==> src/hdl/dop_pkg.sv <==
// Constants shared by the deserializer output port and its line buffer
package dop_pkg;

  // ***************************************************************
  // Widths and buffer shape
  // ***************************************************************
  localparam int DOP_WORD_W = 10;
  localparam int DOP_ADDR_W = 4;
  localparam int DOP_DEPTH = 16;
  localparam int DOP_PTR_W = DOP_ADDR_W + 1;
  localparam int DOP_STAT_N = 4;
  localparam int DOP_SEL_W = 3;
  localparam int DOP_SRC_N = 8;

  // ***************************************************************
  // Line buffer modes (configuration code)
  // ***************************************************************
  localparam logic [1:0] DOP_FMODE_VIDEO = 2'h0;
  localparam logic [1:0] DOP_FMODE_ASI = 2'h1;
  localparam logic [1:0] DOP_FMODE_ANC = 2'h2;
  localparam logic [1:0] DOP_FMODE_DELAY = 2'h3;

  // ***************************************************************
  // Status source selector codes
  // ***************************************************************
  localparam logic [2:0] DOP_SRC_H = 3'h0;
  localparam logic [2:0] DOP_SRC_V = 3'h1;
  localparam logic [2:0] DOP_SRC_F = 3'h2;
  localparam logic [2:0] DOP_SRC_LOAD = 3'h3;
  localparam logic [2:0] DOP_SRC_ANC = 3'h4;
  localparam logic [2:0] DOP_SRC_ERR = 3'h5;
  localparam logic [2:0] DOP_SRC_FULL = 3'h6;
  localparam logic [2:0] DOP_SRC_EMPTY = 3'h7;

  // Default selector sets, stat3 in the top field
  localparam logic [11:0] DOP_DEF_BYPASS = {DOP_SRC_ANC, DOP_SRC_F, DOP_SRC_V, DOP_SRC_H};
  localparam logic [11:0] DOP_DEF_VIDEO = {DOP_SRC_LOAD, DOP_SRC_F, DOP_SRC_V, DOP_SRC_H};
  localparam logic [11:0] DOP_DEF_ASI = {DOP_SRC_ERR, DOP_SRC_LOAD, DOP_SRC_EMPTY, DOP_SRC_FULL};
  localparam logic [11:0] DOP_DEF_ANC = {DOP_SRC_ERR, DOP_SRC_ANC, DOP_SRC_V, DOP_SRC_H};

  // ***************************************************************
  // Synchroniser lanes
  // ***************************************************************
  localparam int DOP_SYN_N = 7;
  localparam int DOP_SYN_AUTO = 0;
  localparam int DOP_SYN_ASI = 1;
  localparam int DOP_SYN_BYP = 2;
  localparam int DOP_SYN_FEN = 3;
  localparam int DOP_SYN_RCLK = 4;
  localparam int DOP_SYN_RRST = 5;
  localparam int DOP_SYN_PCLK = 6;

endpackage

==> src/hdl/dop_fifo_mem.sv <==
// Small line buffer memory with registered read data and pointer reset
`timescale 1ns/1ps
module dop_fifo_mem
(
  input wire logic i_mclk,
  input wire logic i_reset_n,
  input wire logic i_wr_en,
  input wire logic [dop_pkg::DOP_WORD_W-1:0] i_wr_data,
  input wire logic i_rd_en,
  input wire logic i_ptr_clear,
  output logic [dop_pkg::DOP_WORD_W-1:0] o_rd_data,
  output logic o_full,
  output logic o_empty
);
  import dop_pkg::*;

  logic [DOP_WORD_W-1:0] mem_reg [DOP_DEPTH];
  logic [DOP_PTR_W-1:0] wr_ptr_reg;
  logic [DOP_PTR_W-1:0] rd_ptr_reg;
  logic wr_ok;
  logic rd_ok;

  // Full and empty from the wrap bit of the pointers
  assign o_empty = (wr_ptr_reg == rd_ptr_reg);
  assign o_full = (wr_ptr_reg[DOP_ADDR_W] != rd_ptr_reg[DOP_ADDR_W]) &&
                  (wr_ptr_reg[DOP_ADDR_W-1:0] == rd_ptr_reg[DOP_ADDR_W-1:0]);
  assign wr_ok = i_wr_en && !o_full;
  assign rd_ok = i_rd_en && !o_empty;

  // Storage has no reset; writes into a full buffer are dropped
  always_ff @(posedge i_mclk)
  begin
    if (wr_ok)
    begin
      mem_reg[wr_ptr_reg[DOP_ADDR_W-1:0]] <= i_wr_data;
    end
  end

  // Write pointer
  always_ff @(posedge i_mclk or negedge i_reset_n)
  begin
    if (!i_reset_n)
      wr_ptr_reg <= '0;
    else if (wr_ok)
      wr_ptr_reg <= wr_ptr_reg + DOP_PTR_W'(1);
  end

  // Read pointer; a clear beats a read in the same cycle
  always_ff @(posedge i_mclk or negedge i_reset_n)
  begin
    if (!i_reset_n)
      rd_ptr_reg <= '0;
    else if (i_ptr_clear)
      rd_ptr_reg <= '0;
    else if (rd_ok)
      rd_ptr_reg <= rd_ptr_reg + DOP_PTR_W'(1);
  end

  // Registered read word
  always_ff @(posedge i_mclk or negedge i_reset_n)
  begin
    if (!i_reset_n)
      o_rd_data <= '0;
    else if (rd_ok)
      o_rd_data <= mem_reg[rd_ptr_reg[DOP_ADDR_W-1:0]];
  end

endmodule

==> src/hdl/dop_output_port.sv <==
// Parallel output, status and mode pin side of the deserializer
`timescale 1ns/1ps
module dop_output_port
(
  input wire logic i_mclk,
  input wire logic i_reset_n,
  input wire logic i_auto_manual_select,
  input wire logic i_transport_mode_pin,
  output logic o_transport_mode_pin,
  output logic o_transport_mode_pin_oe,
  input wire logic i_video_path_select_pin,
  output logic o_video_path_select_pin,
  output logic o_video_path_select_pin_oe,
  input wire logic i_fifo_enable,
  input wire logic [1:0] i_fifo_mode,
  input wire logic i_read_clock,
  input wire logic i_read_reset,
  input wire logic i_recovered_clock,
  input wire logic i_video_lock,
  input wire logic i_transport_lock,
  input wire logic i_reclock_lock,
  input wire logic [dop_pkg::DOP_WORD_W-1:0] i_pixel_word,
  input wire logic i_buf_wr_en,
  input wire logic [dop_pkg::DOP_WORD_W-1:0] i_buf_wr_data,
  input wire logic i_hsync,
  input wire logic i_vsync,
  input wire logic i_field,
  input wire logic i_line_buffer_load_pulse,
  input wire logic i_ancillary_packet_seen,
  input wire logic i_error_packet_seen,
  input wire logic i_stat_programmed,
  input wire logic [dop_pkg::DOP_STAT_N*dop_pkg::DOP_SEL_W-1:0] i_stat_select,
  output logic o_buf_full,
  output logic o_buf_empty,
  output logic [dop_pkg::DOP_WORD_W-1:0] o_dout,
  output logic [dop_pkg::DOP_STAT_N-1:0] o_stat,
  output logic o_pixel_clock,
  output logic o_locked
);
  import dop_pkg::*;

  // ***************************************************************
  // Pin synchronisers and edge detection
  // ***************************************************************
  logic [DOP_SYN_N-1:0] sync1_reg;
  logic [DOP_SYN_N-1:0] sync2_reg;
  logic rclk_last_reg;
  logic pclk_last_reg;
  logic rrst_at_edge_reg;
  logic auto_mode;
  logic asi_in;
  logic byp_in;
  logic fifo_en;
  logic rd_edge;
  logic pix_edge;

  // All pin inputs pass two flops; only the second stage is read
  always_ff @(posedge i_mclk or negedge i_reset_n)
  begin
    if (!i_reset_n)
    begin
      sync1_reg <= '0;
      sync2_reg <= '0;
    end
    else
    begin
      sync1_reg <= {i_recovered_clock, i_read_reset, i_read_clock, i_fifo_enable,
                    i_video_path_select_pin, i_transport_mode_pin, i_auto_manual_select};
      sync2_reg <= sync1_reg;
    end
  end

  assign auto_mode = sync2_reg[DOP_SYN_AUTO];
  assign asi_in = sync2_reg[DOP_SYN_ASI];
  assign byp_in = sync2_reg[DOP_SYN_BYP];
  assign fifo_en = sync2_reg[DOP_SYN_FEN];
  assign rd_edge = sync2_reg[DOP_SYN_RCLK] && !rclk_last_reg;
  assign pix_edge = sync2_reg[DOP_SYN_PCLK] && !pclk_last_reg;

  // Edge history, and the read reset level seen at each read clock edge
  always_ff @(posedge i_mclk or negedge i_reset_n)
  begin
    if (!i_reset_n)
    begin
      rclk_last_reg <= 1'b0;
      pclk_last_reg <= 1'b0;
      rrst_at_edge_reg <= 1'b0;
    end
    else
    begin
      rclk_last_reg <= sync2_reg[DOP_SYN_RCLK];
      pclk_last_reg <= sync2_reg[DOP_SYN_PCLK];
      if (rd_edge)
        rrst_at_edge_reg <= sync2_reg[DOP_SYN_RRST];
    end
  end

  // ***************************************************************
  // Operating mode and lock
  // ***************************************************************
  logic asi_mode;
  logic video_mode;
  logic locked_next;
  logic locked_reg;

  // Manual transport high wins over the video pin
  assign asi_mode = auto_mode ? i_transport_lock : asi_in;
  assign video_mode = auto_mode ? (i_video_lock && !i_transport_lock)
                                : (!asi_in && byp_in);

  // Data-through only exists in manual mode with both pins low
  always_comb
  begin
    if (asi_mode)
      locked_next = i_transport_lock;
    else if (video_mode)
      locked_next = i_video_lock;
    else
      locked_next = !auto_mode && i_reclock_lock;
  end

  always_ff @(posedge i_mclk or negedge i_reset_n)
  begin
    if (!i_reset_n)
      locked_reg <= 1'b0;
    else
      locked_reg <= locked_next;
  end

  assign o_locked = locked_reg;

  // ***************************************************************
  // Mode pins
  // ***************************************************************
  logic pin_oe_reg;
  logic asi_pin_reg;
  logic byp_pin_reg;

  // Pins are driven only in automatic mode; low while unlocked
  always_ff @(posedge i_mclk or negedge i_reset_n)
  begin
    if (!i_reset_n)
    begin
      pin_oe_reg <= 1'b0;
      asi_pin_reg <= 1'b0;
      byp_pin_reg <= 1'b0;
    end
    else
    begin
      pin_oe_reg <= auto_mode;
      asi_pin_reg <= locked_reg && i_transport_lock;
      byp_pin_reg <= locked_reg && i_video_lock && !i_transport_lock;
    end
  end

  assign o_transport_mode_pin = asi_pin_reg;
  assign o_transport_mode_pin_oe = pin_oe_reg;
  assign o_video_path_select_pin = byp_pin_reg;
  assign o_video_path_select_pin_oe = pin_oe_reg;

  // ***************************************************************
  // Line buffer and data path
  // ***************************************************************
  logic fifo_path;
  logic reset_allowed;
  logic ptr_clear_reg;
  logic take_d_reg;
  logic dout_load;
  logic [DOP_WORD_W-1:0] buf_word;
  logic [DOP_WORD_W-1:0] dout_reg;
  logic pclk_reg;

  assign fifo_path = fifo_en && ((i_fifo_mode == DOP_FMODE_VIDEO) ||
                                 (i_fifo_mode == DOP_FMODE_ASI));
  assign reset_allowed = video_mode && !asi_mode && fifo_en &&
                         (i_fifo_mode == DOP_FMODE_VIDEO);

  // Pointer clear one cycle after the falling edge is seen at a read edge
  always_ff @(posedge i_mclk or negedge i_reset_n)
  begin
    if (!i_reset_n)
    begin
      ptr_clear_reg <= 1'b0;
      take_d_reg <= 1'b0;
    end
    else
    begin
      ptr_clear_reg <= rd_edge && rrst_at_edge_reg && !sync2_reg[DOP_SYN_RRST] &&
                       reset_allowed;
      take_d_reg <= rd_edge && fifo_path;
    end
  end

  dop_fifo_mem u_mem
  (
    .i_mclk(i_mclk),
    .i_reset_n(i_reset_n),
    .i_wr_en(i_buf_wr_en),
    .i_wr_data(i_buf_wr_data),
    .i_rd_en(rd_edge && fifo_path),
    .i_ptr_clear(ptr_clear_reg),
    .o_rd_data(buf_word),
    .o_full(o_buf_full),
    .o_empty(o_buf_empty)
  );

  // Buffered words wait for the memory register, bypass words for the pixel edge
  assign dout_load = fifo_path ? take_d_reg : pix_edge;

  always_ff @(posedge i_mclk or negedge i_reset_n)
  begin
    if (!i_reset_n)
      dout_reg <= '0;
    else if (!locked_reg)
      dout_reg <= '0;
    else if (dout_load)
      dout_reg <= fifo_path ? buf_word : i_pixel_word;
  end

  // Pixel clock follows the recovered clock, held low while unlocked
  always_ff @(posedge i_mclk or negedge i_reset_n)
  begin
    if (!i_reset_n)
      pclk_reg <= 1'b0;
    else
      pclk_reg <= locked_reg && sync2_reg[DOP_SYN_PCLK];
  end

  assign o_dout = dout_reg;
  assign o_pixel_clock = pclk_reg;

  // ***************************************************************
  // Status outputs
  // ***************************************************************
  logic [DOP_SRC_N-1:0] src_vec;
  logic [DOP_STAT_N*DOP_SEL_W-1:0] sel_all;
  logic [DOP_STAT_N-1:0] stat_reg;

  assign src_vec = {o_buf_empty, o_buf_full, i_error_packet_seen, i_ancillary_packet_seen,
                    i_line_buffer_load_pulse, i_field, i_vsync, i_hsync};

  // Defaults track the buffer mode until software takes over
  always_comb
  begin
    if (i_stat_programmed)
      sel_all = i_stat_select;
    else if (!fifo_en)
      sel_all = DOP_DEF_BYPASS;
    else if (i_fifo_mode == DOP_FMODE_ASI || asi_mode)
      sel_all = DOP_DEF_ASI;
    else if (i_fifo_mode == DOP_FMODE_ANC)
      sel_all = DOP_DEF_ANC;
    else
      sel_all = DOP_DEF_VIDEO;
  end

  // One multiplexer and flop per status pin
  for (genvar g = 0; g < DOP_STAT_N; g++)
  begin : g_stat
    always_ff @(posedge i_mclk or negedge i_reset_n)
    begin
      if (!i_reset_n)
        stat_reg[g] <= 1'b0;
      else
        stat_reg[g] <= locked_reg && src_vec[sel_all[g*DOP_SEL_W +: DOP_SEL_W]];
    end
  end

  assign o_stat = stat_reg;
endmodule

==> config.mk <==
export PLATFORM = sky130hd
export DESIGN_NAME = dop_output_port
export DESIGN_NICKNAME = d
export VERILOG_FILES = /design/src/hdl/dop_pkg.sv /design/src/hdl/dop_fifo_mem.sv /design/src/hdl/dop_output_port.sv
export SDC_FILE = /design/constraint.sdc
export NUM_CORES = 1
export LEC_CHECK = 0
export ABC_CLOCK_PERIOD_IN_PS = 3600
export BUFFER_PORTS_ARGS = -buffer_cell sky130_fd_sc_hd__buf_4
export CAP_MARGIN = 20
export CELL_PAD_IN_SITES_DETAIL_PLACEMENT = 0
export CELL_PAD_IN_SITES_GLOBAL_PLACEMENT = 2
export CORE_MARGIN = 5
export CORE_UTILIZATION = 48
export CTS_CLUSTER_DIAMETER = 30
export DETAILED_ROUTE_END_ITERATION = 6
export PLACE_DENSITY = 0.89
export SETUP_SLACK_MARGIN = 0.3
export SYNTH_ARGS = -nofsm -noshare
export SYNTH_HDL_FRONTEND = slang
export SYNTH_SLANG_ARGS = --single-unit
==> constraint.sdc <==
create_clock -name i_mclk -period 3.6 [get_ports i_mclk]
set_clock_uncertainty 0.1 [all_clocks]
set_input_delay 0.36 -clock i_mclk [delete_from_list [all_inputs] [get_ports i_mclk]]
set_output_delay 0.36 -clock i_mclk [all_outputs]
set_load 0.01 [all_outputs]
Word-level counts from Yosys, hierarchy flattened
Memories as Yosys holds them, arrays and structs flattened. A register that Yosys moved wholly into a read port is not among the register bits.
Index checks and enable logic that the tools add are counted.
{"block": "op_classes", "add_sub_neg": 2, "magnitude_cmp": 4, "n_eq_ne": 6, "mux": 24, "n_reduce_logical": 38}
{"cell": "two-way mux 12 bit", "n": 4}
{"cell": "two-way mux 10 bit", "n": 3}
{"cell": "logical AND 1 bit", "n": 24}
{"cell": "less-than comparator 3 x 4 -> 1 bit, second input constant", "n": 4}
{"cell": "binary-select mux 1 bit (select 3 bit)", "n": 4}
{"cell": "two-way mux 1 bit", "n": 11}
{"cell": "adder 5 x 1 -> 5 bit, second input constant", "n": 2}
{"cell": "zero test 1 bit", "n": 10}
{"cell": "two-way mux 5 bit", "n": 2}
{"cell": "== test 5 bit", "n": 1}
{"cell": "== test 4 bit", "n": 1}
{"cell": "== test 2 x 1 -> 1 bit, second input constant", "n": 1}
{"cell": "== test 2 bit, second input constant", "n": 1}
{"cell": "zero test 2 bit", "n": 1}
{"cell": "logical OR 1 bit", "n": 2}
{"cell": "!= test 2 x 1 -> 1 bit, second input constant", "n": 1}
{"cell": "nonzero test 2 bit", "n": 1}
{"cell": "!= test 1 bit", "n": 1}
{"block": "totals", "ff_bits": 48, "ram_bits": 160, "input_bits": 54, "output_inout_bits": 22, "elab_cells": 94, "memories": 1}
{"memory": "u_mem.mem_reg", "depth": 16, "word_bits": 10, "rd": 1, "rd_ports_with_merged_regs": 1, "write_ports": 1, "line_no": "dop_fifo_mem.sv:17", "text": "logic [DOP_WORD_W-1:0] mem_reg [DOP_DEPTH];"}

Longest topological paths before layout
Gate-level depths: netlist of the first run.
{"block": "depth", "word_depth": 8, "ltp_mapped": 7, "mapped_depth_nobuf": 5}

Modules after synthesis
A second synthesis of the first run with hierarchy kept.
{"block": "unflattened", "cells_unflattened": 525, "area_unflattened_um2": 9091.2}
{"mod": "dop_fifo_mem", "instances": 1, "cells_per_inst": 345, "area_each_um2": 7196.9, "seq_area_each_um2": 5305.1}
{"mod": "dop_output_port", "instances": 1, "cells_per_inst": 180, "area_each_um2": 1894.3, "seq_area_each_um2": 950.9}

Worst setup path after synthesis of the first run
No wires, ideal clock.
{"block": "synth_path", "path_kind": "register to register", "startpoint": "register u_mem.wr_ptr_reg[4]", "endpoint": "memory u_mem.mem_reg[3][0] (enable)", "setup_time_ns": 0.390, "arrival_time_ns": 1.993, "t_required_ns": 3.110, "slack_ns": 1.117, "path_stages_with_launch": 6, "path_buffers": 1, "synth_period_minus_slack_ns": 2.483, "path_cell_list": "dfrtp_1 > xnor2_1 > o21a_1 > buf_2 > nand2_1 > nor3_1"}
{"block": "synth_between", "elab_chain_cells": 6}
{"element": "start, declared", "line_no": "dop_fifo_mem.sv:18", "text": "logic [DOP_PTR_W-1:0] wr_ptr_reg;"}
{"element": "start signal, assigned", "line_no": "dop_fifo_mem.sv:45", "text": "wr_ptr_reg <= wr_ptr_reg + DOP_PTR_W'(1);"}
{"element": "!= test 1 bit", "line_no": "dop_fifo_mem.sv:25", "text": "assign o_full = (wr_ptr_reg[DOP_ADDR_W] != rd_ptr_reg[DOP_ADDR_W]) &&"}
{"element": "logical AND 1 bit", "line_no": "dop_fifo_mem.sv:25"}
{"element": "zero test 1 bit", "line_no": "dop_fifo_mem.sv:27", "text": "assign wr_ok = i_wr_en && !o_full;"}
{"element": "logical AND 1 bit", "line_no": "dop_fifo_mem.sv:27"}
{"element": "two-way mux 1 bit", "line_no": "dop_fifo_mem.sv:33", "text": "if (wr_ok)"}
{"element": "two-way mux 1 bit (not written as such)", "line_no": "dop_fifo_mem.sv:35", "text": "mem_reg[wr_ptr_reg[DOP_ADDR_W-1:0]] <= i_wr_data;"}
{"element": "end, declared", "line_no": "dop_fifo_mem.sv:17"}
No other way between the ends.

Final worst setup path of the first run
{"block": "layout_path", "startpoint": "register u_mem.rd_ptr_reg[1]", "endpoint": "register u_mem.o_rd_data[8] (netlist name), read port of u_mem.mem_reg"}
{"block": "layout_between", "elab_chain_cells": 3}
{"element": "start, declared", "line_no": "dop_fifo_mem.sv:19", "text": "logic [DOP_PTR_W-1:0] rd_ptr_reg;"}
{"element": "start signal, assigned", "line_no": "dop_fifo_mem.sv:56", "text": "rd_ptr_reg <= rd_ptr_reg + DOP_PTR_W'(1);"}
{"element": "== test 5 bit", "line_no": "dop_fifo_mem.sv:24", "text": "assign o_empty = (wr_ptr_reg == rd_ptr_reg);"}
{"element": "zero test 1 bit", "line_no": "dop_fifo_mem.sv:28", "text": "assign rd_ok = i_rd_en && !o_empty;"}
{"element": "logical AND 1 bit", "line_no": "dop_fifo_mem.sv:28"}
{"element": "end, declared", "line_no": "dop_fifo_mem.sv:11", "text": "output logic [dop_pkg::DOP_WORD_W-1:0] o_rd_data,"}
Parallel ways exist; a longest one is shown, timed or not.
A chain may end at the register's enable or synchronous reset.

==> results of run 1 <==
## metrics by stage
| stage | utilization (%) | worst slack, ns | instances | cell area [um^2] |
|---|---|---|---|---|
| 2_1_floorplan | - | 1.12 | 527 | 8900 |
| 3_3_place_gp | 54.1 | 1.25 | 824 | 9780 |
| 3_5_place_dp | 54.1 | 1.26 | 824 | 9780 |
| 4_1_cts | 61.6 | 1.17 | 898 | 11100 |
| 5_1_grt | 61.6 | 1.12 | 898 | 11100 |
| 6_report | 61.6 | 1.20 | 898 | 11100 |
## cell type report
type / instances / area share (%)
clock inverter: 21 / 2.79
tap: 229 / 2.57
clock buffer: 44 / 8.54
sequential: 218 / 56.2
multi-input combinational: 262 / 21.9
timing repair buffer: 105 / 7.39
inverter: 19 / 0.641
## worst min path at each step
| stage | end | depth (start not counted) |
|---|---|---|
| after floorplan | o_dout[0]$_DFFE_PN0P_ | 0 |
| after global placement | sync2_reg[3]$_DFF_PN0_ | 0 |
| after detailed placement | sync2_reg[5]$_DFF_PN0_ | 0 |
| after CTS | o_video_path_select_pin$_DFF_PN0_ | 2 |
| after global routing | o_video_path_select_pin$_DFF_PN0_ | 2 |
| final | o_video_path_select_pin$_DFF_PN0_ | 2 |
## synthesized netlist by cell type, types with 4 or more instances
library cell / instances / share of area (%)
nor3_1: 5 / 0.28
o21ai_1: 11 / 0.62
xnor2_1: 12 / 1.2
edfxtp_1: 160 / 54
o21ai_0: 20 / 1.1
ha_1: 5 / 0.70
nor2b_1: 4 / 0.28
buf_2: 7 / 0.39
a22o_1: 10 / 0.98
a21oi_1: 4 / 0.22
a221oi_1: 10 / 0.98
nand2_1: 25 / 1.1
o211ai_1: 4 / 0.34
nand2b_1: 5 / 0.35
clkbuf_1: 15 / 0.63
mux4_2: 40 / 10
inv_1: 19 / 0.80
nor2_1: 25 / 1.1
xor2_1: 5 / 0.49
nand3_1: 12 / 0.67
dfrtp_1: 58 / 16
mux2i_1: 8 / 0.90
a31oi_1: 4 / 0.28
mux2_2: 14 / 1.8
## per-layer routing
layer / vias up / share of wire, % / global-route usage [%]
li1: 2296 / - / -
met2: 183 / 48 / 28.4
met1: 2594 / 43 / 25.2
met4: 2 / 2.3 / 5.83
met3: 40 / 5.9 / 3.94
met5: - / 0.25 / 0
## power breakdown
| part | leakage [nW] | switching, mW | internal (mW) |
|---|---|---|---|
| registers | 2.17 | 0.182 | 3.03 |
| clock network | 0.608 | 1.18 | 2.34 |
| logic | 1.39 | 0.967 | 0.874 |
| total | 4.17 | 2.33 | 6.24 |
## logic make-up (layout without fill, tap and decap cells)
kind of cell | count (synthesis) | in the layout | share of synthesized area, %
adders and majority gates | 5 | 5 | 0.703
DFF | 218 | 218 | 70.3
buffers and inverters | 47 | 189 | 2.38
xor gates and xnor gates | 18 | 18 | 1.86
muxes | 63 | 63 | 12.9
and+or+nand+nor | 96 | 96 | 5.33
AOI/OAI and AO/OA | 80 | 80 | 6.52
## what timing repair did
item	in CTS	in global routing
hold buffers	9	0
setup buffers	0	0
endpoints found under the hold margin	66	0
==> results.md, run 1 <==
* Outcome: completed
* CTS tree: yes
* CTS Buf Count at 36
* PortBufs at 75
* Die X at 146 um
* Arrival time worst endpoint at 2.67 ns
* Critical-path cell list: buf_4 -> mux4_2 -> a22o_1 -> a221oi_1 -> o21ai_1
* Crit share post-route at 66.6%
* Worst setup EP type: flip-flop
* Grt total ovfl at 0
* Minimum hold slack at 0.0322 ns
* Die area at 21400 um^2
* Top FF cell, synth: edfxtp_1
* Drt total wl at 19.0 mm
* Post-synth EDFFs at 160
* CP endpoint: u_mem.o_rd_data[8]$_DFFE_PN0P_
* Syn nets at 586
* Rows at 49
* Detailed-route wire length per cell at 21.1 um
* RSZ-0062 raised after global routing: no
* Yosys cell types at 54
* Setup Crit Path Kind: flip-flop to flip-flop
* Worst hold path class: input port to flip-flop
* Nets@finish at 701
* Sequential element share of the synthesized area at 70.3%
* Syn_area_per_cell at 16.9 um^2
* Max Slew Vio Count at 0
* Slew margin rel. at 41.2%
* Crit-path max cell delay at 0.52 ns
* Diodes inserted at 0
* Worst-skew pair later-pin latency at 0.52 ns
* Post-Route Setup TNS at 0 ns
* Max Fclk at 417 MHz
* Max FFs per register at 160
* Worst-path fanout max at 43
* Total of max-cap violations at 0
* H-tree levels at 2
* ANT nets after route at 0
* Design Power at 8.57 mW
* DRC viols at 0
* Setup violations, final at 0
* Syn Inst Count at 527
* CTS sink cnt at 218
* Syn-to-layout area delta at 25.1%
* CP top delay family: compound AO/OA/AOI/OAI gates
* HPWL after detailed placement at 11.8 mm
* Netlist Area Pre-Place at 8900 um^2
* Initial antenna violation count at 1
* R2R Setup Slk at 1.20 ns
* Most common cell after layout, fill and taps aside: edfxtp_1
* WP data required at 3.87 ns
* Reg-to-Reg End: u_mem.o_rd_data[8]$_DFFE_PN0P_
* Hold wc startpoint: i_video_lock
* Critical Path Source Type: flip-flop
* Crit path max-delay cell type: buf_4
* Critical R2R Launch: u_mem.rd_ptr_reg[1]$_DFFE_PN0P_
* Most frequent cells in the layout: edfxtp_1, buf_4, dfrtp_1
* Worst-path clk slew at 0.05 ns
* Total track usage at 18.0%
* Synth warnings at 0
* Register bit total from synthesis at 218
* Iteration-0 DRC Markers at 391
* Drt pass-1 iters at 7
* Die span in y at 146 um
* Worst setup startpoint: u_mem.rd_ptr_reg[1]$_DFFE_PN0P_
* Leakage power at 4.17 nW
* R2R cell count at 5
* Vias per inst at 5.70
* Largest net degree at the start of global routing at 59
* Cell area power density at 770 nW/um^2
* CP bufs+invs at 1
* Asr flop ratio synth at 26.6%
* Initial Utilization at 49.2%
* VDD IR max at 0.000513 V
* Final hold viol count at 0
* Worst Tran Pin Value at 0.879 ns
* First-pass GRT wire length at 30.1 mm
* Post-cts resize count at 0
* Multi-input logic area at 2430 um^2
* Register area at 6260 um^2
* Layout cells sized above 1 at 32.1%
* Vias in the first global route at 5365
* CTS Buffer Depth at 3
* Critical path depth in cells at 5
* RePlAce Congestion at 0.810
* Top-Level Pins at 76
* Total number of vias at 5115
* Core Footprint at 18100 um^2
* Root Buffer: clkbuf_16
* Filler cells at 1296
* Min Tclk post-route at 2.40 ns
(Power assumes the default switching activity.)
==> run 2: changes to the inputs <==
ABC_CLOCK_PERIOD_IN_PS = 2000   (was 3600)
CORE_UTILIZATION = 40   (was 48)
PLACE_DENSITY = 0.8   (was 0.89)
clock period = 2 ns   (was 3.6 ns; I/O delays follow)
==> run 2 against run 1 <==
The run now ends with negative setup slack left. Sequential cell count unchanged. Clock-buffer cell count increased by 7. Cell count increased by 15%. Critical path depth increased by 2. First-iteration DRC count decreased by 6.1%. Critical path type unchanged. Critical endpoint is now u_mem.o_rd_data[3]$_DFFE_PN0P_. Largest power group unchanged. Highest routed layer is now met4.
==> results.md, run 2 (synthesis gave the netlist of run 1 again) <==
* Outcome: finished with violations
* Violated checks: negative setup slack
* Layout cells sized above 1 at 41.7%
* Worst-path clk slew at 0.04 ns
* Post-Route Setup TNS at -0.0189 ns
* CTS Buffer Depth at 3
* Hold wc startpoint: i_reclock_lock
* Grt total ovfl at 0
* Most common cell after layout, fill and taps aside: edfxtp_1
* R2R Setup Slk at -0.01 ns
* Most frequent cells in the layout: edfxtp_1, buf_4, dfrtp_1
* Critical R2R Launch: u_mem.rd_ptr_reg[0]$_DFFE_PN0P_
* Arrival time worst endpoint at 2.30 ns
* Minimum hold slack at 0.0269 ns
* Drt pass-1 iters at 5
* Leakage power at 4.76 nW
* Total track usage at 16.2%
* Max Slew Vio Count at 0
* Crit path max-delay cell type: mux4_2
* Critical Path Source Type: flip-flop
* Vias in the first global route at 5734
* Detailed-route wire length per cell at 19.7 um
* Cell area power density at 1380 nW/um^2
* First-pass GRT wire length at 33.0 mm
* Core Footprint at 21900 um^2
* Inst Count DP at 891
* RSZ-0062 raised after global routing: yes
* Reg-to-Reg End: u_mem.o_rd_data[3]$_DFFE_PN0P_
* ANT nets after route at 0
* Setup Crit Path Kind: flip-flop to flip-flop
* Design Power at 17.5 mW
* CTS Buf Count at 44
* Top-Level Pins at 76
* Max Fclk at 497 MHz
* Initial Utilization at 40.7%
* CTS tree: yes
* Rows at 54
* Slew margin rel. at 49.9%
* Crit share post-route at 101%
* Worst-skew pair later-pin latency at 0.52 ns
* Vias per inst at 5.20
* R2R cell count at 7
* Drt total wl at 20.3 mm
* Total of max-cap violations at 0
* Largest net degree at the start of global routing at 59
* Setup ws final at -0.0101 ns
* Register area at 6260 um^2
* Placed instance area at 10300 um^2
* Initial antenna violation count at 0
* Root Buffer: clkbuf_16
* Total number of vias at 5362
* Worst Tran Pin Value at 0.752 ns
* Die area at 25300 um^2
* CTS sink cnt at 218
* WP data required at 2.29 ns
* PortBufs at 75
* Layout Cells excl Fill at 1031
* Worst setup startpoint: u_mem.rd_ptr_reg[0]$_DFFE_PN0P_
* Worst hold path class: input port to flip-flop
* Die span in y at 159 um
* Filler cells at 1683
* RePlAce Congestion at 0.776
* Final instance area at 12700 um^2
* Die X at 159 um
* Final hold viol count at 0
* Min Tclk post-route at 2.01 ns
* Worst setup EP type: flip-flop
* Crit-path max cell delay at 0.52 ns
* DRC viols at 0
* Worst-path fanout max at 7
* Critical-path cell list: buf_8 -> buf_12 -> buf_16 -> mux4_2 -> a22o_1 -> a221oi_2 -> o21ai_1
* CP endpoint: u_mem.o_rd_data[3]$_DFFE_PN0P_
* Multi-input logic area at 2820 um^2
* Max FFs per register at 160
* VDD IR max at 0.000584 V
* H-tree levels at 2
* Nets@finish at 777
* Syn-to-layout area delta at 42.8%
* Setup violations, final at 2
* HPWL after detailed placement at 12.7 mm
* Diodes inserted at 0
* Iteration-0 DRC Markers at 367
## run 2: cell types whose count changed in the layout (fill, tap and decap cells not counted), moves of 5 or more
| cell | previous run | this run |
|---|---|---|
| clkbuf_16 | 36 | 46 |
| dlygate4sd3_1 | 9 | 37 |
| nor2_1 | 25 | 13 |
| a221oi_1 | 10 | 0 |
| buf_12 | 1 | 20 |
| nor2_4 | 0 | 11 |
| buf_6 | 0 | 13 |
| a221oi_2 | 0 | 10 |
| clkinv_1 | 2 | 7 |
## run 2: worst max-delay path: cells and delay by family, from the launching register on
family / cells / cell delay, ns
buffers and inverters: 3 / 0.37
DFF: 1 / 0.38
muxes: 1 / 0.52
AOI/OAI and AO/OA: 3 / 0.52
## run 2: worst min-delay path by stage
stage / to / slack, ns / cells after the start
after floorplan: o_dout[0]$_DFFE_PN0P_ / -0.20 / 0
after global placement: sync2_reg[1]$_DFF_PN0_ / 0.21 / 1
after detailed placement: sync2_reg[1]$_DFF_PN0_ / 0.22 / 1
after CTS: take_d_reg$_DFF_PN0_ / 0.009 / 2
after global routing: o_stat[3]$_DFF_PN0_ / 0.04 / 4
final: o_locked$_DFF_PN0_ / 0.03 / 5
## run 2: report_power, final
part | internal (mW) | switching [mW] | total, mW
registers | 5.46 | 0.219 | 5.68
logic | 2.53 | 2.42 | 4.95
clock network | 4.58 | 2.30 | 6.88
## run 2: area by class of cell
type                    count  area share [%]
clock inverters            28            2.06
multi-input cells         262            22.2
well taps                 280            2.76
repair buffers            172            13.9
clock buffers              51            9.20
repair inverters            1          0.0591
inverters                  19           0.581
flip-flops and latches    218            49.3
## run 2: stage by stage
stage / setup slack [ns] / utilization [%]
floorplan: 0.0604 / -
global placement: -0.0371 / 47.2
detailed placement: -0.0639 / 47.2
CTS: 0.00402 / 57.4
global route: -0.0779 / 58.1
finish: -0.0101 / 58.1
## run 2: per-layer routing
metal	GRT usage [%]	vias up	share of wire, %
li1	-	2461	-
met1	23.1	2716	45
met2	24.7	148	48
met3	4.27	37	5.5
met4	4.96	0	1.8
met5	0	-	0
## run 2: repair_timing
item                       4_1_cts  5_1_grt
pin swaps                       19        7
gates resized for setup         23       29
setup endpoints to repair      192      197
hold buffers                    37        0
gates cloned                     4        0
hold endpoints to repair       240        0
setup buffers                   18        2
==> run 3: changes to the inputs <==
CORE_ASPECT_RATIO = 1.25   (was not set)
==> run 3 against run 2 <==
The run now ends clean. Critical endpoint unchanged. Non-clock buffer count increased by 8. Total power decreased by 2.2%. Die area about the same. Global-route usage increased by 0.26 points.
==> results.md, run 3 (synthesis gave the netlist of run 1 again) <==
* Outcome: completed
* Root Buffer: clkbuf_16
* Total track usage at 16.5%
* HPWL after detailed placement at 12.8 mm
* Layer carrying the most global-route usage: met2
* First-pass GRT wire length at 32.3 mm
* Grt total ovfl at 0
* PortBufs at 75
* Top-Level Pins at 76
* RePlAce Congestion at 0.762
* Cell area power density at 1340 nW/um^2
* Worst Tran Pin Value at 0.785 ns
* CTS Buffer Depth at 3
* Crit path max-delay cell type: mux4_2
* Leakage power at 4.75 nW
* Max FFs per register at 160
* Setup Crit Path Kind: flip-flop to flip-flop
* Initial Utilization at 40.4%
* H-tree levels at 2
* Critical Path Source Type: flip-flop
* Initial antenna violation count at 0
* Worst setup startpoint: u_mem.rd_ptr_reg[0]$_DFFE_PN0P_
* Met3 usage at 3.46%
* Met1 Track Usage GR at 21.7%
* CTS tree: yes
* Setup violations, final at 0
* ANT nets after route at 0
* Post-Route Setup TNS at 0 ns
* Placed instance area at 10300 um^2
* Final instance area at 12700 um^2
* Drt total wl at 20.9 mm
* Final hold viol count at 0
* DRC viols at 0
* Drt pass-1 iters at 4
* Min Tclk post-route at 1.97 ns
* CTS Buf Count at 37
* Crit-path max cell delay at 0.49 ns
* Largest net degree at the start of global routing at 59
* Crit share post-route at 98.6%
* Die area at 25400 um^2
* Comb pwr share at 30.1%
* Worst-path clk slew at 0.05 ns
* Nets@finish at 778
* Critical R2R Launch: u_mem.rd_ptr_reg[0]$_DFFE_PN0P_
* Vias per inst at 5.30
* CP endpoint: u_mem.o_rd_data[3]$_DFFE_PN0P_
* Sw Share at 28.4%
* Worst-skew pair later-pin latency at 0.50 ns
* Max Slew Vio Count at 0
* RSZ-0062 raised after global routing: yes
* Share of total power in sequential cells at 33.3%
* Arrival time worst endpoint at 2.25 ns
* CTS sink cnt at 218
* Die X at 143 um
* Design Power at 17.1 mW
* Total number of vias at 5465
* VDD IR max at 0.000788 V
* Worst hold path class: input port to flip-flop
* Diodes inserted at 0
* Worst setup EP type: flip-flop
* Max Fclk at 507 MHz
* Syn-to-layout area delta at 43.1%
* Most frequent cells in the layout: edfxtp_1, buf_4, dfrtp_1
* R2R Setup Slk at 0.03 ns
* Core Footprint at 22100 um^2
* R2R cell count at 7
* Iteration-0 DRC Markers at 340
* Switching Power at 4.87 mW
* Die span in y at 177 um
* Detailed-route wire length per cell at 20.3 um
* Setup ws final at 0.0274 ns
* Worst-path fanout max at 8
* Place WS at -0.0911 ns
* Total of max-cap violations at 0
* Layout cells sized above 1 at 44.1%
* Vias in the first global route at 5713
* GR Util met2 at 27.6%
* Reg-to-Reg End: u_mem.o_rd_data[3]$_DFFE_PN0P_
* Rows at 61
* Most common cell after layout, fill and taps aside: edfxtp_1
* Critical-path cell list: buf_8 -> buf_6 -> buf_16 -> mux4_2 -> a22o_1 -> a221oi_2 -> o21ai_1
* Slew margin rel. at 47.6%
* Clock Power Share at 36.6%
* WP data required at 2.28 ns
* Power Internal at 12.3 mW
==> run 3: cell count changes in the layout (fill, tap and decap cells not counted), moves of 3 or more <==
| cell | previous run | this run |
|---|---|---|
| clkbuf_16 | 46 | 39 |
| buf_6 | 13 | 20 |
| inv_8 | 0 | 4 |
| buf_8 | 1 | 6 |
| xnor2_1 | 10 | 7 |
| xnor2_2 | 1 | 4 |
| o21ai_2 | 1 | 4 |
==> run 3: cell type report <==
cell class	instances	area, um^2
Clock inverter	25	268
Timing Repair Buffer	180	1870
Tap cell	283	354
Clock buffer	43	991
Timing Repair inverter	1	11.3
Multi-Input combinational cell	262	2900
Inverter	19	78.8
Fill cell	1648	9320
Sequential cell	218	6260
==> run 3: critical path: cells and delay by family (launching register included) <==
kind                   cells  cell delay, ns
AO/OA/AOI/OAI              3            0.52
buffers and inverters      3            0.38
flip-flops                 1            0.38
multiplexers               1            0.49
==> run 3: how the worst min path moves through the flow <==
stage | to | startpoint | slack, ns | cells after the start
2_1_floorplan | o_dout[0]$_DFFE_PN0P_ | i_reset_n | -0.20 | 0
3_3_place_gp | sync1_reg[6]$_DFF_PN0_ | i_recovered_clock | 0.21 | 1
3_5_place_dp | sync1_reg[3]$_DFF_PN0_ | i_fifo_enable | 0.21 | 1
4_1_cts | o_dout[0]$_DFFE_PN0P_ | i_pixel_word[0] | 0.01 | 4
5_1_grt | o_dout[0]$_DFFE_PN0P_ | i_pixel_word[0] | 0.04 | 4
6_report | o_dout[0]$_DFFE_PN0P_ | i_pixel_word[0] | 0.01 | 4
==> run 3: routing by layer <==
layer / up-vias / wire [um]
met1: 2751 / 8240
met5: - / 0
met3: 35 / 1420
li1: 2465 / -
met4: 0 / 495
met2: 214 / 10800
==> run 3: timing repair <==
item / in CTS / in global routing
gates cloned: 3 / 1
setup endpoints to repair: 189 / 189
hold buffers: 36 / 0
pin swaps: 26 / 16
hold endpoints to repair: 239 / 0
gates resized for setup: 42 / 51
buffers inserted: 23 / 7
==> run 3: power by group through the flow <==
stage	Sequential [mW]	Combinational, mW	Clock (mW)
4_1_cts	5.70	4.89	6.36
3_5_place_dp	5.78	4.11	0
6_report	5.70	5.16	6.26
5_1_grt	5.75	5.50	6.60
3_3_place_gp	5.74	4.06	0
2_1_floorplan	5.74	2.91	0
==> run 3: stage by stage <==
| step | utilization (%) | hold WS [ns] | cells |
|---|---|---|---|
| finish | 57.7 | 0.0135 | 1031 |
| global route | 57.7 | 0.0426 | 1031 |
| CTS | 56.6 | 0.0103 | 1023 |
| detailed placement | 46.9 | 0.211 | 893 |
| global placement | 46.9 | 0.212 | 893 |
| floorplan | - | -0.196 | 527 |
